## config.mk

```make
export PLATFORM = sky130hd
export DESIGN_NAME = stp_dev_flat
export DESIGN_NICKNAME = d
export VERILOG_FILES = /design/src/rtl/stp_pkg.sv /design/src/rtl/stp_link_if.sv /design/src/rtl/stp_dev.sv /design/src/flat_wrapper.sv
export SDC_FILE = /design/constraint.sdc
export NUM_CORES = 1
export LEC_CHECK = 0
export BUFFER_PORTS_ARGS = -buffer_cell sky130_fd_sc_hd__buf_2
export CELL_PAD_IN_SITES_DETAIL_PLACEMENT = 1
export CELL_PAD_IN_SITES_GLOBAL_PLACEMENT = 1
export CORE_MARGIN = 4
export CORE_UTILIZATION = 45
export CTS_BUF_LIST = sky130_fd_sc_hd__clkbuf_16
export DETAILED_ROUTE_END_ITERATION = 8
export GPL_ROUTABILITY_DRIVEN = 0
export HOLD_SLACK_MARGIN = 0.12
export MAX_ROUTING_LAYER = met4
export PLACE_DENSITY_LB_ADDON = 0.1
export SLEW_MARGIN = 40
export SYNTH_ARGS = -nofsm -noshare
export SYNTH_HDL_FRONTEND = slang
export SYNTH_SLANG_ARGS = --single-unit
export TNS_END_PERCENT = 20
```

## constraint.sdc

```tcl
create_clock -name hclk -period 5.3 [get_ports hclk]
set_input_delay 1.06 -clock hclk [delete_from_list [all_inputs] [get_ports hclk]]
set_output_delay 1.06 -clock hclk [all_outputs]
set_load 0.1 [all_outputs]
```

## src/rtl/stp_pkg.sv

```systemverilog
// Constants shared by the STS-3c transmit pointer controller and the
// external Z5 serial inserter. Assumes a 20 MHz system clock on both ends.
// How it works
// RULE1: Inserter samples enable and frame mark on rising clock.
// RULE2: Both high: wait, then drive Z5 MSB on falling.
// RULE3: Device captures each bit on the following rising edge.
// RULE4: Remaining seven bits follow on next seven falling edges.
// RULE5: After eight bits, resume sampling; repeat every frame.
// RULE6: Wait spans eight earlier bytes; Z5 is ninth.
// RULE7: Check-stuff: events only after three quiet frames.
// RULE8: Pointer force rising edge applies arbitrary pointer next frame.
// RULE9: Forced frame NDF bits come from arbitrary high[7:4].
// RULE10: Forced frame SS bits come from arbitrary high[3:2].
// RULE11: Forced pointer is arbitrary high[1:0] with low byte.
// RULE12: Positive stuff bit inserts stuff byte after H3.
// RULE13: Positive stuff frame inverts the I bits.
// RULE14: After positive stuff the pointer increments by one.
// RULE15: Positive stuff control bit clears itself.
// RULE16: Software reads back the current outbound pointer.
// RULE17: Negative stuff: H3 payload, D inverted, decrement, self-clear.
// RULE18: Single NDF: 1001 with arbitrary pointer, then 0110.
// RULE19: Continuous NDF sends enabled pattern every frame while set.
package stp_pkg;

    // Register indices; the byte address on the bus is four times the index.
    localparam logic [15:0] IDX_CTRL     = 16'h19B7;
    localparam logic [15:0] IDX_ARB_HIGH = 16'h19BF;
    localparam logic [15:0] IDX_ARB_LOW  = 16'h19C3;
    localparam logic [15:0] IDX_PTR_STAT = 16'h19C7;
    localparam logic [15:0] IDX_Z5_CAPT  = 16'h19CB;

    // Control register fields and reset values.
    localparam int         CTRL_FORCE    = 5;
    localparam int         CTRL_CHECK    = 4;
    localparam int         CTRL_NEG      = 3;
    localparam int         CTRL_POS      = 2;
    localparam int         CTRL_CONT_NDF = 1;
    localparam int         CTRL_ONE_NDF  = 0;
    localparam logic [7:0] CTRL_RW_MASK  = 8'h32;
    localparam logic [7:0] CTRL_RESET    = 8'h00;
    localparam logic [7:0] ARB_RESET     = 8'h00;

    // Pointer coding.
    localparam logic [3:0] NDF_NORMAL = 4'h6;
    localparam logic [3:0] NDF_SET    = 4'h9;
    localparam logic [1:0] SS_RESET   = 2'h0;
    localparam logic [9:0] PTR_RESET  = 10'h000;
    localparam logic [9:0] PTR_MAX    = 10'h30E;
    localparam logic [9:0] I_MASK     = 10'h2AA;
    localparam logic [9:0] D_MASK     = 10'h155;
    localparam logic [1:0] CHECK_FRAMES = 2'h3;

    // Timing of the overhead serial port.
    localparam int         CLK_PERIOD_NS = 50;
    localparam int         SER_PERIOD_NS = 800;
    localparam int         FRAME_NS      = 125000;
    localparam int         SER_HALF_CYC  = SER_PERIOD_NS / (2 * CLK_PERIOD_NS);
    localparam int         FRAME_SER     = FRAME_NS / SER_PERIOD_NS;
    localparam logic [3:0] DIV_LAST      = 4'(SER_HALF_CYC - 1);
    localparam logic [7:0] FRAME_LAST    = 8'(FRAME_SER - 1);
    localparam int         Z5_BYTE_POS   = 9;
    localparam int         Z5_WAIT       = 8 * (Z5_BYTE_POS - 1);
    localparam logic [6:0] Z5_WAIT_CNT   = 7'(Z5_WAIT);
    localparam logic [7:0] Z5_FIRST_SLOT = 8'(Z5_WAIT + 1);
    localparam logic [7:0] Z5_LAST_SLOT  = 8'(Z5_WAIT + 8);

    typedef enum logic [1:0] {EXT_IDLE, EXT_WAIT, EXT_SHIFT} stp_ext_state_t;

endpackage
```

## src/rtl/stp_link_if.sv

```systemverilog
// Overhead serial link between the pointer controller and the inserter.
// Assumes both ends run from their own copy of the system clock.
`timescale 1ns/1ps
interface stp_link_if;
    logic overhead_serial_clock;
    logic overhead_slot_enable;
    logic overhead_frame_mark;
    logic overhead_serial_in;

    modport dev (
        output overhead_serial_clock,
        output overhead_slot_enable,
        output overhead_frame_mark,
        input  overhead_serial_in
    );

    modport ext (
        input  overhead_serial_clock,
        input  overhead_slot_enable,
        input  overhead_frame_mark,
        output overhead_serial_in
    );
endinterface

```

## src/rtl/stp_dev.sv

```systemverilog
// Transmit pointer controller with Z5 serial capture port and AHB-Lite
// register slave. Assumes an AHB-Lite master with single word transfers.
`timescale 1ns/1ps
module stp_dev (
    // System
    input  wire logic        hclk,
    input  wire logic        hresetn,
    input  wire logic        ce,
    // AHB-Lite slave
    input  wire logic        hsel,
    input  wire logic [31:0] haddr,
    input  wire logic [1:0]  htrans,
    input  wire logic        hwrite,
    input  wire logic [2:0]  hsize,
    input  wire logic [31:0] hwdata,
    input  wire logic        hready,
    output logic             hreadyout,
    output logic [31:0]      hrdata,
    output logic             hresp,
    // Overhead serial link
    stp_link_if.dev          link,
    // Outbound frame overhead
    output logic             tx_frame_start,
    output logic [7:0]       tx_h1,
    output logic [7:0]       tx_h2,
    output logic             tx_pos_stuff,
    output logic             tx_neg_stuff,
    output logic [7:0]       tx_z5
);

    // Serial clock divider and slot counter.
    logic [3:0] div_reg,  div_next;
    logic       sclk_reg, sclk_next;
    logic [7:0] slot_reg, slot_next;
    logic       mark_reg, mark_next;
    logic [1:0] rise_reg, rise_next;
    logic       tick;
    logic       frame_tick;

    always_comb begin
        tick       = (div_reg == stp_pkg::DIV_LAST);
        div_next   = tick ? 4'h0 : div_reg + 4'h1;
        sclk_next  = tick ? ~sclk_reg : sclk_reg;
        slot_next  = slot_reg;
        mark_next  = mark_reg;
        frame_tick = 1'b0;
        // The rise flag is delayed by the input synchroniser latency.
        rise_next  = {rise_reg[0], tick & ~sclk_reg};
        if (tick && sclk_reg) begin
            frame_tick = (slot_reg == stp_pkg::FRAME_LAST);
            slot_next  = frame_tick ? 8'h00 : slot_reg + 8'h01;
            mark_next  = frame_tick;
        end
    end

    always_ff @(posedge hclk or negedge hresetn) begin
        if (!hresetn) begin
            div_reg  <= 4'h0;
            sclk_reg <= 1'b0;
            slot_reg <= 8'h00;
            mark_reg <= 1'b0;
            rise_reg <= 2'h0;
        end else if (ce) begin
            div_reg  <= div_next;
            sclk_reg <= sclk_next;
            slot_reg <= slot_next;
            mark_reg <= mark_next;
            rise_reg <= rise_next;
        end
    end

    assign link.overhead_serial_clock = sclk_reg;
    assign link.overhead_slot_enable  = mark_reg; // RULE1
    assign link.overhead_frame_mark   = mark_reg; // RULE1

    // Z5 capture; the input pin is synchronised before use.
    logic       si_s1_reg, si_s2_reg;
    logic [7:0] shift_reg, shift_next;
    logic [7:0] z5_reg,    z5_next;
    logic       z5_slot;

    always_comb begin
        shift_next = shift_reg;
        z5_next    = z5_reg;
        z5_slot    = (slot_reg >= stp_pkg::Z5_FIRST_SLOT) &&
                     (slot_reg <= stp_pkg::Z5_LAST_SLOT); // RULE6
        if (rise_reg[1] && z5_slot) begin
            shift_next = {shift_reg[6:0], si_s2_reg}; // RULE3
            if (slot_reg == stp_pkg::Z5_LAST_SLOT) begin
                z5_next = {shift_reg[6:0], si_s2_reg}; // RULE4
            end
        end
    end

    always_ff @(posedge hclk or negedge hresetn) begin
        if (!hresetn) begin
            si_s1_reg <= 1'b0;
            si_s2_reg <= 1'b0;
            shift_reg <= 8'h00;
            z5_reg    <= 8'h00;
        end else if (ce) begin
            si_s1_reg <= link.overhead_serial_in;
            si_s2_reg <= si_s1_reg;
            shift_reg <= shift_next;
            z5_reg    <= z5_next;
        end
    end

    // Registers, pending requests and pointer generation.
    logic [7:0]  ctrl_reg,   ctrl_next;
    logic [7:0]  arb_hi_reg, arb_hi_next;
    logic [7:0]  arb_lo_reg, arb_lo_next;
    logic        wr_reg,     wr_next;
    logic [15:0] widx_reg,   widx_next;
    logic [31:0] rdata_reg,  rdata_next;
    logic        pf_reg,     pf_next;
    logic        pp_reg,     pp_next;
    logic        pn_reg,     pn_next;
    logic        pd_reg,     pd_next;
    logic [9:0]  ptr_reg,    ptr_next;
    logic [1:0]  ss_reg,     ss_next;
    logic [1:0]  quiet_reg,  quiet_next;
    logic [7:0]  h1_reg,     h1_next;
    logic [7:0]  h2_reg,     h2_next;
    logic        pos_reg,    pos_next;
    logic        neg_reg,    neg_next;
    logic        fs_reg,     fs_next;
    logic        allow;
    logic        event_now;
    logic [3:0]  ndf;
    logic [9:0]  arb_ptr;
    logic [15:0] ridx;
    logic [7:0]  wb;

    always_comb begin
        ctrl_next   = ctrl_reg;
        arb_hi_next = arb_hi_reg;
        arb_lo_next = arb_lo_reg;
        pf_next     = pf_reg;
        pp_next     = pp_reg;
        pn_next     = pn_reg;
        pd_next     = pd_reg;
        ptr_next    = ptr_reg;
        ss_next     = ss_reg;
        quiet_next  = quiet_reg;
        h1_next     = h1_reg;
        h2_next     = h2_reg;
        pos_next    = pos_reg;
        neg_next    = neg_reg;
        fs_next     = frame_tick;
        event_now   = 1'b0;
        arb_ptr     = {arb_hi_reg[1:0], arb_lo_reg}; // RULE11
        allow       = !ctrl_reg[stp_pkg::CTRL_CHECK] ||
                      (quiet_reg == stp_pkg::CHECK_FRAMES); // RULE7
        ndf         = ctrl_reg[stp_pkg::CTRL_CONT_NDF] ?
                      stp_pkg::NDF_SET : stp_pkg::NDF_NORMAL; // RULE19
        // Frame boundary: one pending event per frame, force first.
        if (frame_tick) begin
            h1_next  = {ndf, ss_reg, ptr_reg[9:8]};
            h2_next  = ptr_reg[7:0];
            pos_next = 1'b0;
            neg_next = 1'b0;
            if (allow && pf_reg) begin
                h1_next   = arb_hi_reg; // RULE9 RULE10
                h2_next   = arb_lo_reg; // RULE11
                ptr_next  = arb_ptr; // RULE8
                ss_next   = arb_hi_reg[3:2];
                pf_next   = 1'b0;
                event_now = 1'b1;
            end else if (allow && pd_reg) begin
                h1_next   = {stp_pkg::NDF_SET, ss_reg, arb_ptr[9:8]}; // RULE18
                h2_next   = arb_ptr[7:0];
                ptr_next  = arb_ptr;
                pd_next   = 1'b0;
                event_now = 1'b1;
            end else if (allow && pp_reg) begin
                h1_next   = {ndf, ss_reg, ptr_reg[9:8] ^ stp_pkg::I_MASK[9:8]}; // RULE13
                h2_next   = ptr_reg[7:0] ^ stp_pkg::I_MASK[7:0]; // RULE13
                pos_next  = 1'b1; // RULE12
                ptr_next  = (ptr_reg == stp_pkg::PTR_MAX) ? 10'h000 : ptr_reg + 10'h001; // RULE14
                pp_next   = 1'b0;
                event_now = 1'b1;
            end else if (allow && pn_reg) begin
                h1_next   = {ndf, ss_reg, ptr_reg[9:8] ^ stp_pkg::D_MASK[9:8]}; // RULE17
                h2_next   = ptr_reg[7:0] ^ stp_pkg::D_MASK[7:0]; // RULE17
                neg_next  = 1'b1; // RULE17
                ptr_next  = (ptr_reg == 10'h000) ? stp_pkg::PTR_MAX : ptr_reg - 10'h001; // RULE17
                pn_next   = 1'b0;
                event_now = 1'b1;
            end
            if (event_now) begin
                quiet_next = 2'h0; // RULE7
            end else if (quiet_reg != stp_pkg::CHECK_FRAMES) begin
                quiet_next = quiet_reg + 2'h1;
            end
        end
        // Write data phase; a new request beats a same-cycle apply.
        wb = hwdata[7:0];
        if (wr_reg) begin
            case (widx_reg)
                stp_pkg::IDX_CTRL: begin
                    if (wb[stp_pkg::CTRL_FORCE] && !ctrl_reg[stp_pkg::CTRL_FORCE]) begin
                        pf_next = 1'b1; // RULE8
                    end
                    if (wb[stp_pkg::CTRL_POS]) begin
                        pp_next = 1'b1; // RULE12
                    end
                    if (wb[stp_pkg::CTRL_NEG]) begin
                        pn_next = 1'b1; // RULE17
                    end
                    if (wb[stp_pkg::CTRL_ONE_NDF]) begin
                        pd_next = 1'b1; // RULE18
                    end
                    // Stuff and single NDF bits are never stored.
                    ctrl_next = wb & stp_pkg::CTRL_RW_MASK; // RULE15
                end
                stp_pkg::IDX_ARB_HIGH: arb_hi_next = wb;
                stp_pkg::IDX_ARB_LOW:  arb_lo_next = wb;
                default: ;
            endcase
        end
        // Address phase; reads are answered with zero wait states.
        wr_next    = hsel && hready && htrans[1] && hwrite;
        widx_next  = haddr[17:2];
        ridx       = haddr[17:2];
        rdata_next = rdata_reg;
        if (hsel && hready && htrans[1] && !hwrite) begin
            case (ridx)
                stp_pkg::IDX_CTRL:     rdata_next = {24'h000000, ctrl_reg};
                stp_pkg::IDX_ARB_HIGH: rdata_next = {24'h000000, arb_hi_reg};
                stp_pkg::IDX_ARB_LOW:  rdata_next = {24'h000000, arb_lo_reg};
                stp_pkg::IDX_PTR_STAT: rdata_next = {22'h000000, ptr_reg}; // RULE16
                stp_pkg::IDX_Z5_CAPT:  rdata_next = {24'h000000, z5_reg};
                default:               rdata_next = 32'h00000000;
            endcase
        end
    end

    always_ff @(posedge hclk or negedge hresetn) begin
        if (!hresetn) begin
            ctrl_reg   <= stp_pkg::CTRL_RESET;
            arb_hi_reg <= stp_pkg::ARB_RESET;
            arb_lo_reg <= stp_pkg::ARB_RESET;
            wr_reg     <= 1'b0;
            widx_reg   <= 16'h0000;
            rdata_reg  <= 32'h00000000;
            pf_reg     <= 1'b0;
            pp_reg     <= 1'b0;
            pn_reg     <= 1'b0;
            pd_reg     <= 1'b0;
            ptr_reg    <= stp_pkg::PTR_RESET;
            ss_reg     <= stp_pkg::SS_RESET;
            quiet_reg  <= stp_pkg::CHECK_FRAMES;
            h1_reg     <= 8'h00;
            h2_reg     <= 8'h00;
            pos_reg    <= 1'b0;
            neg_reg    <= 1'b0;
            fs_reg     <= 1'b0;
        end else if (ce) begin
            ctrl_reg   <= ctrl_next;
            arb_hi_reg <= arb_hi_next;
            arb_lo_reg <= arb_lo_next;
            wr_reg     <= wr_next;
            widx_reg   <= widx_next;
            rdata_reg  <= rdata_next;
            pf_reg     <= pf_next;
            pp_reg     <= pp_next;
            pn_reg     <= pn_next;
            pd_reg     <= pd_next;
            ptr_reg    <= ptr_next;
            ss_reg     <= ss_next;
            quiet_reg  <= quiet_next;
            h1_reg     <= h1_next;
            h2_reg     <= h2_next;
            pos_reg    <= pos_next;
            neg_reg    <= neg_next;
            fs_reg     <= fs_next;
        end
    end

    assign hreadyout      = 1'b1;
    assign hresp          = 1'b0;
    assign hrdata         = rdata_reg;
    assign tx_frame_start = fs_reg;
    assign tx_h1          = h1_reg;
    assign tx_h2          = h2_reg;
    assign tx_pos_stuff   = pos_reg;
    assign tx_neg_stuff   = neg_reg;
    assign tx_z5          = z5_reg;

endmodule // stp_dev

```

## src/flat_wrapper.sv

```systemverilog
// flat-port wrapper written by rule: the top's interface ports become plain ports
module stp_dev_flat 
  (hclk, hresetn, ce, hsel, haddr, htrans, hwrite, hsize, hwdata, hready, hreadyout, hrdata, hresp, tx_frame_start, tx_h1, tx_h2, tx_pos_stuff, tx_neg_stuff, tx_z5, link_overhead_serial_clock, link_overhead_slot_enable, link_overhead_frame_mark, link_overhead_serial_in);
  stp_link_if link_i ();
  input  wire logic hclk;
  input  wire logic hresetn;
  input  wire logic ce;
  input  wire logic hsel;
  input  wire logic [31:0] haddr;
  input  wire logic [1:0] htrans;
  input  wire logic hwrite;
  input  wire logic [2:0] hsize;
  input  wire logic [31:0] hwdata;
  input  wire logic hready;
  output logic hreadyout;
  output logic [31:0] hrdata;
  output logic hresp;
  output logic tx_frame_start;
  output logic [7:0] tx_h1;
  output logic [7:0] tx_h2;
  output logic tx_pos_stuff;
  output logic tx_neg_stuff;
  output logic [7:0] tx_z5;
  output wire logic [$bits(link_i.overhead_serial_clock)-1:0] link_overhead_serial_clock;
  output wire logic [$bits(link_i.overhead_slot_enable)-1:0] link_overhead_slot_enable;
  output wire logic [$bits(link_i.overhead_frame_mark)-1:0] link_overhead_frame_mark;
  input wire logic [$bits(link_i.overhead_serial_in)-1:0] link_overhead_serial_in;
  assign link_overhead_serial_clock = link_i.overhead_serial_clock;
  assign link_overhead_slot_enable = link_i.overhead_slot_enable;
  assign link_overhead_frame_mark = link_i.overhead_frame_mark;
  assign link_i.overhead_serial_in = link_overhead_serial_in;
  stp_dev u_core (.hclk(hclk), .hresetn(hresetn), .ce(ce), .hsel(hsel), .haddr(haddr), .htrans(htrans), .hwrite(hwrite), .hsize(hsize), .hwdata(hwdata), .hready(hready), .hreadyout(hreadyout), .hrdata(hrdata), .hresp(hresp), .link(link_i), .tx_frame_start(tx_frame_start), .tx_h1(tx_h1), .tx_h2(tx_h2), .tx_pos_stuff(tx_pos_stuff), .tx_neg_stuff(tx_neg_stuff), .tx_z5(tx_z5));
endmodule
```

==> run_results.csv <==
group,metric,value,unit
outcome,outcome,"finished clean",
cells_and_area,ratio_of_cells_with_drive_above_1_in_the_final_layout,27.1,%
logic_synthesis,netlist_area_before_placement,0.00621,mm²
global_routing,grt_util_all_layers,22.7,%
cells_and_area,final_cells,829,
global_routing,globalRouteOverflowTotal,0,
drt,routed_wire_length_per_instance,20.0,µm
drt,drc,0,
drt,first_pass_iters,5,
clocking,post_cts.resized_instances,0,
clocking,clock_insertion_delay_worst_skew,0.42,ns
timing,final_min_period_over_clock_period,55.7,%
placed_design,portBuffers,71,
placed_design,detailed_place.area,0.00655,mm²
clocking,cts_setup_buffers,0,
placed_design,numPlacedInstances,797,
timing,timing_worst_slew_pin_value,0.785,ns
drt,ant_nets,0,
timing,final_critical_path_setup_slack,2.35,ns
timing,max_slew_margin,47.5,%
global_routing,grt_antenna_before_repair,0,
clocking,numCtsBuffers,17,
cells_and_area,final_net_count,725,
worst_setup_path,crit_arrival,3.25,ns
drt,viasPerCell,5.73,
timing,worst_clock_skew,0.00784,ns
placed_design,detailedPlace.worstSlack,1.96,ns
timing,hold_viol,0,
cells_and_area,layout.cell_area.non_filler,0.00712,mm²
floorplanning,fp.dieArea,0.0157,mm²
cells_and_area,largest_reg_flops,16,
clocking,clock_tree_from_tritoncts,"yes",
cells_and_area,antenna_cells,0,
timing,timing.final.crit_period,2.95,ns
floorplanning,die_h,125,µm
logic_synthesis,syn_area_per_cell,10.6,µm²
clocking,clkSinkCount,116,
logic_synthesis,synth_seq_area_share,46.8,%
floorplanning,start_util,46.5,%
timing,final-setup-viol-count,0,
clocking,htree_levels,4,
global_routing,vias_in_the_first_global_route,5007,
clocking,path_clk_slew,0.05,ns
floorplanning,chipWidth,125,µm
logic_synthesis,synth-warning-count,0,
timing,rsz0062_at_grt,"no",
logic_synthesis,synth-edff-count,0,
logic_synthesis,synthArstFlopShare,100,%
logic_synthesis,flip_flop_and_latch_count_after_synthesis,116,
timing,setup_total_negative_slack,0,ns
power,p_total,2420,µW
global_routing,first_pass_grt_wire_length,27600,µm
flow_run,maxCapViolCount,0,
power,worst_ir_drop_vdd,0.397,mV
logic_synthesis,dominantRegCellSynth,"dfrtp_1",
cells_and_area,synthToLayoutAreaGrowth,14.8,%
drt,vias,4754,
logic_synthesis,count_of_different_cell_masters_after_synthesis,74,
power,total_leakage_power,0.00343,µW
clocking,cts_max_path_buffers,2,
drt,drt_iter0_markers,264,
floorplanning,boundaryPins,140,
clocking,ctsHoldBuffers,0,
worst_setup_path,cp.required,5.59,ns
worst_setup_path,path_max_fanout,34,
worst_setup_path,worst_setup_path_end_kind,"register",
logic_synthesis,synth.area.top_cells,"dfrtp_1, mux2_2, nand2_1, buf_4, o21ai_0",
power,pwr_density_cell,340,mW/mm²
logic_synthesis,syn_inst,586,
logic_synthesis,synthDominantAreaCellType,"dfrtp_1",
worst_setup_path,setup.worst_path.class,"primary input to register",
floorplanning,coreArea,0.0133,mm²
worst_setup_path,crit_path_start_kind,"primary input",
timing,final_max_slew_viol_count,0,
placed_design,dp_hpwl,11800,µm
clocking,clk_root_buffer_cell,"clkbuf_16",
floorplanning,row_count,42,
drt,drt_wl_total,16600,µm
global_routing,largest_net_degree_at_the_start_of_global_routing,68,
timing,timing.fmax,0.339,GHz
logic_synthesis,synth_largest_type_area_fraction,46.0,%
hold_path,class_of_the_tightest_hold_or_removal_check,"register to register",
[layout make-up]
type / instances / area (µm²)
Clock buffer: 17 / 425
Clock inverter: 15 / 149
Fill cell: 1467 / 6230
Inverter: 13 / 48.8
Multi-Input combinational cell: 418 / 2990
Sequential cell: 116 / 2910
Tap cell: 176 / 220
Timing Repair Buffer: 74 / 384
[per-layer routing]
metal  vias up  global-route usage [%]  share of wire [%]
met3        30                    4.09                3.9
met4         0                    8.04                2.1
met2       134                    36.5                 50
met5         -                       -                  0
met1      2394                    28.9                 44
li1       2196                       -                  -
[layout by cell type (no fill, tap or decap), types with 8 or more instances in the layout]
| master | count |
|---|---|
| nand2_1 | 55 |
| o31ai_1 | 11 |
| clkbuf_16 | 17 |
| o21ai_0 | 26 |
| nand3_1 | 14 |
| nor2_1 | 32 |
| mux2_1 | 8 |
| ha_1 | 9 |
| xnor2_1 | 13 |
| dfrtp_1 | 114 |
| a21oi_1 | 16 |
| a22o_1 | 10 |
| buf_2 | 70 |
| and3_1 | 8 |
| nor3_1 | 9 |
| mux2_2 | 58 |
| conb_1 | 24 |
| inv_1 | 16 |
[logic make-up (layout without fill, tap and decap cells)]
| kind of cell | Yosys count | count (layout) | share of synthesized area (%) |
|---|---|---|---|
| multiplexers | 70 | 70 | 12.6 |
| flip-flops | 116 | 116 | 46.8 |
| AO/OA/AOI/OAI | 115 | 115 | 13.0 |
| AND/OR/NAND/NOR | 180 | 180 | 16.5 |
| other | 2 | 24 | 0.121 |
| adder cells (fa/ha/maj) | 9 | 9 | 1.81 |
| XOR/XNOR | 20 | 20 | 2.82 |
| buffers and inverters | 74 | 119 | 6.39 |
[synth_stat cells (all sizes together) (3+ instances only)]
library cell  instances
xnor2                13
o211ai                3
nor3b                 6
a22oi                 5
nor2                 34
nand2                55
nand4b                3
or4                   3
a221o                 5
or3                   4
clkbuf               22
and2                  4
nor2b                 3
a22o                 10
dfrtp               114
nor4                  7
a31oi                 7
nand4                 8
xor2                  7
mux2i                 4
nand3                14
mux2                 66
nor3                 10
or2                   3
a21o                  3
a21oi                16
o21ai                31
nand2b                3
buf                  39
and3                  8
and4b                 4
o31ai                12
inv                  13
ha                    9
a221oi                3
[worst max-delay path: stages]
cell and delay, ns:
buf_2 0.11, buf_4 0.38, nand3_1 0.12, nor4_1 0.42, nand4_1 0.18, nor2_1 0.55, mux2_2 0.41
[final timing paths]
check | startpoint | end | slack (ns) | cells past startpoint
max | ce | u_core.ctrl_reg[5] | 2.35 | 7
min | u_core.tx_h2[0] | u_core.tx_h2[0] | 0.47 | 2
max reg2reg | u_core.quiet_reg[0] | u_core.ptr_reg[5] | 2.41 | 6
min reg2reg | u_core.tx_h2[0] | u_core.tx_h2[0] | 0.47 | 2
max in group asynchronous | hresetn | u_core.widx_reg[3] | 3.55 | 2
min in group asynchronous | hresetn | u_core.tx_pos_stuff | 0.63 | 1
[stage by stage]
stage	utilization [%]	hold WS, ns
after CTS	53.4	0.481
after detailed placement	49.1	0.469
after global routing	53.4	0.502
final	53.4	0.473
after global placement	49.0	0.456
after floorplan	-	0.472
[report_power, final]
part	switching (µW)	internal (µW)	total (µW)
registers	53.8	939	993
clock network	396	723	1120
logic	230	77.5	308
Power figures use the tool's default switching activity.
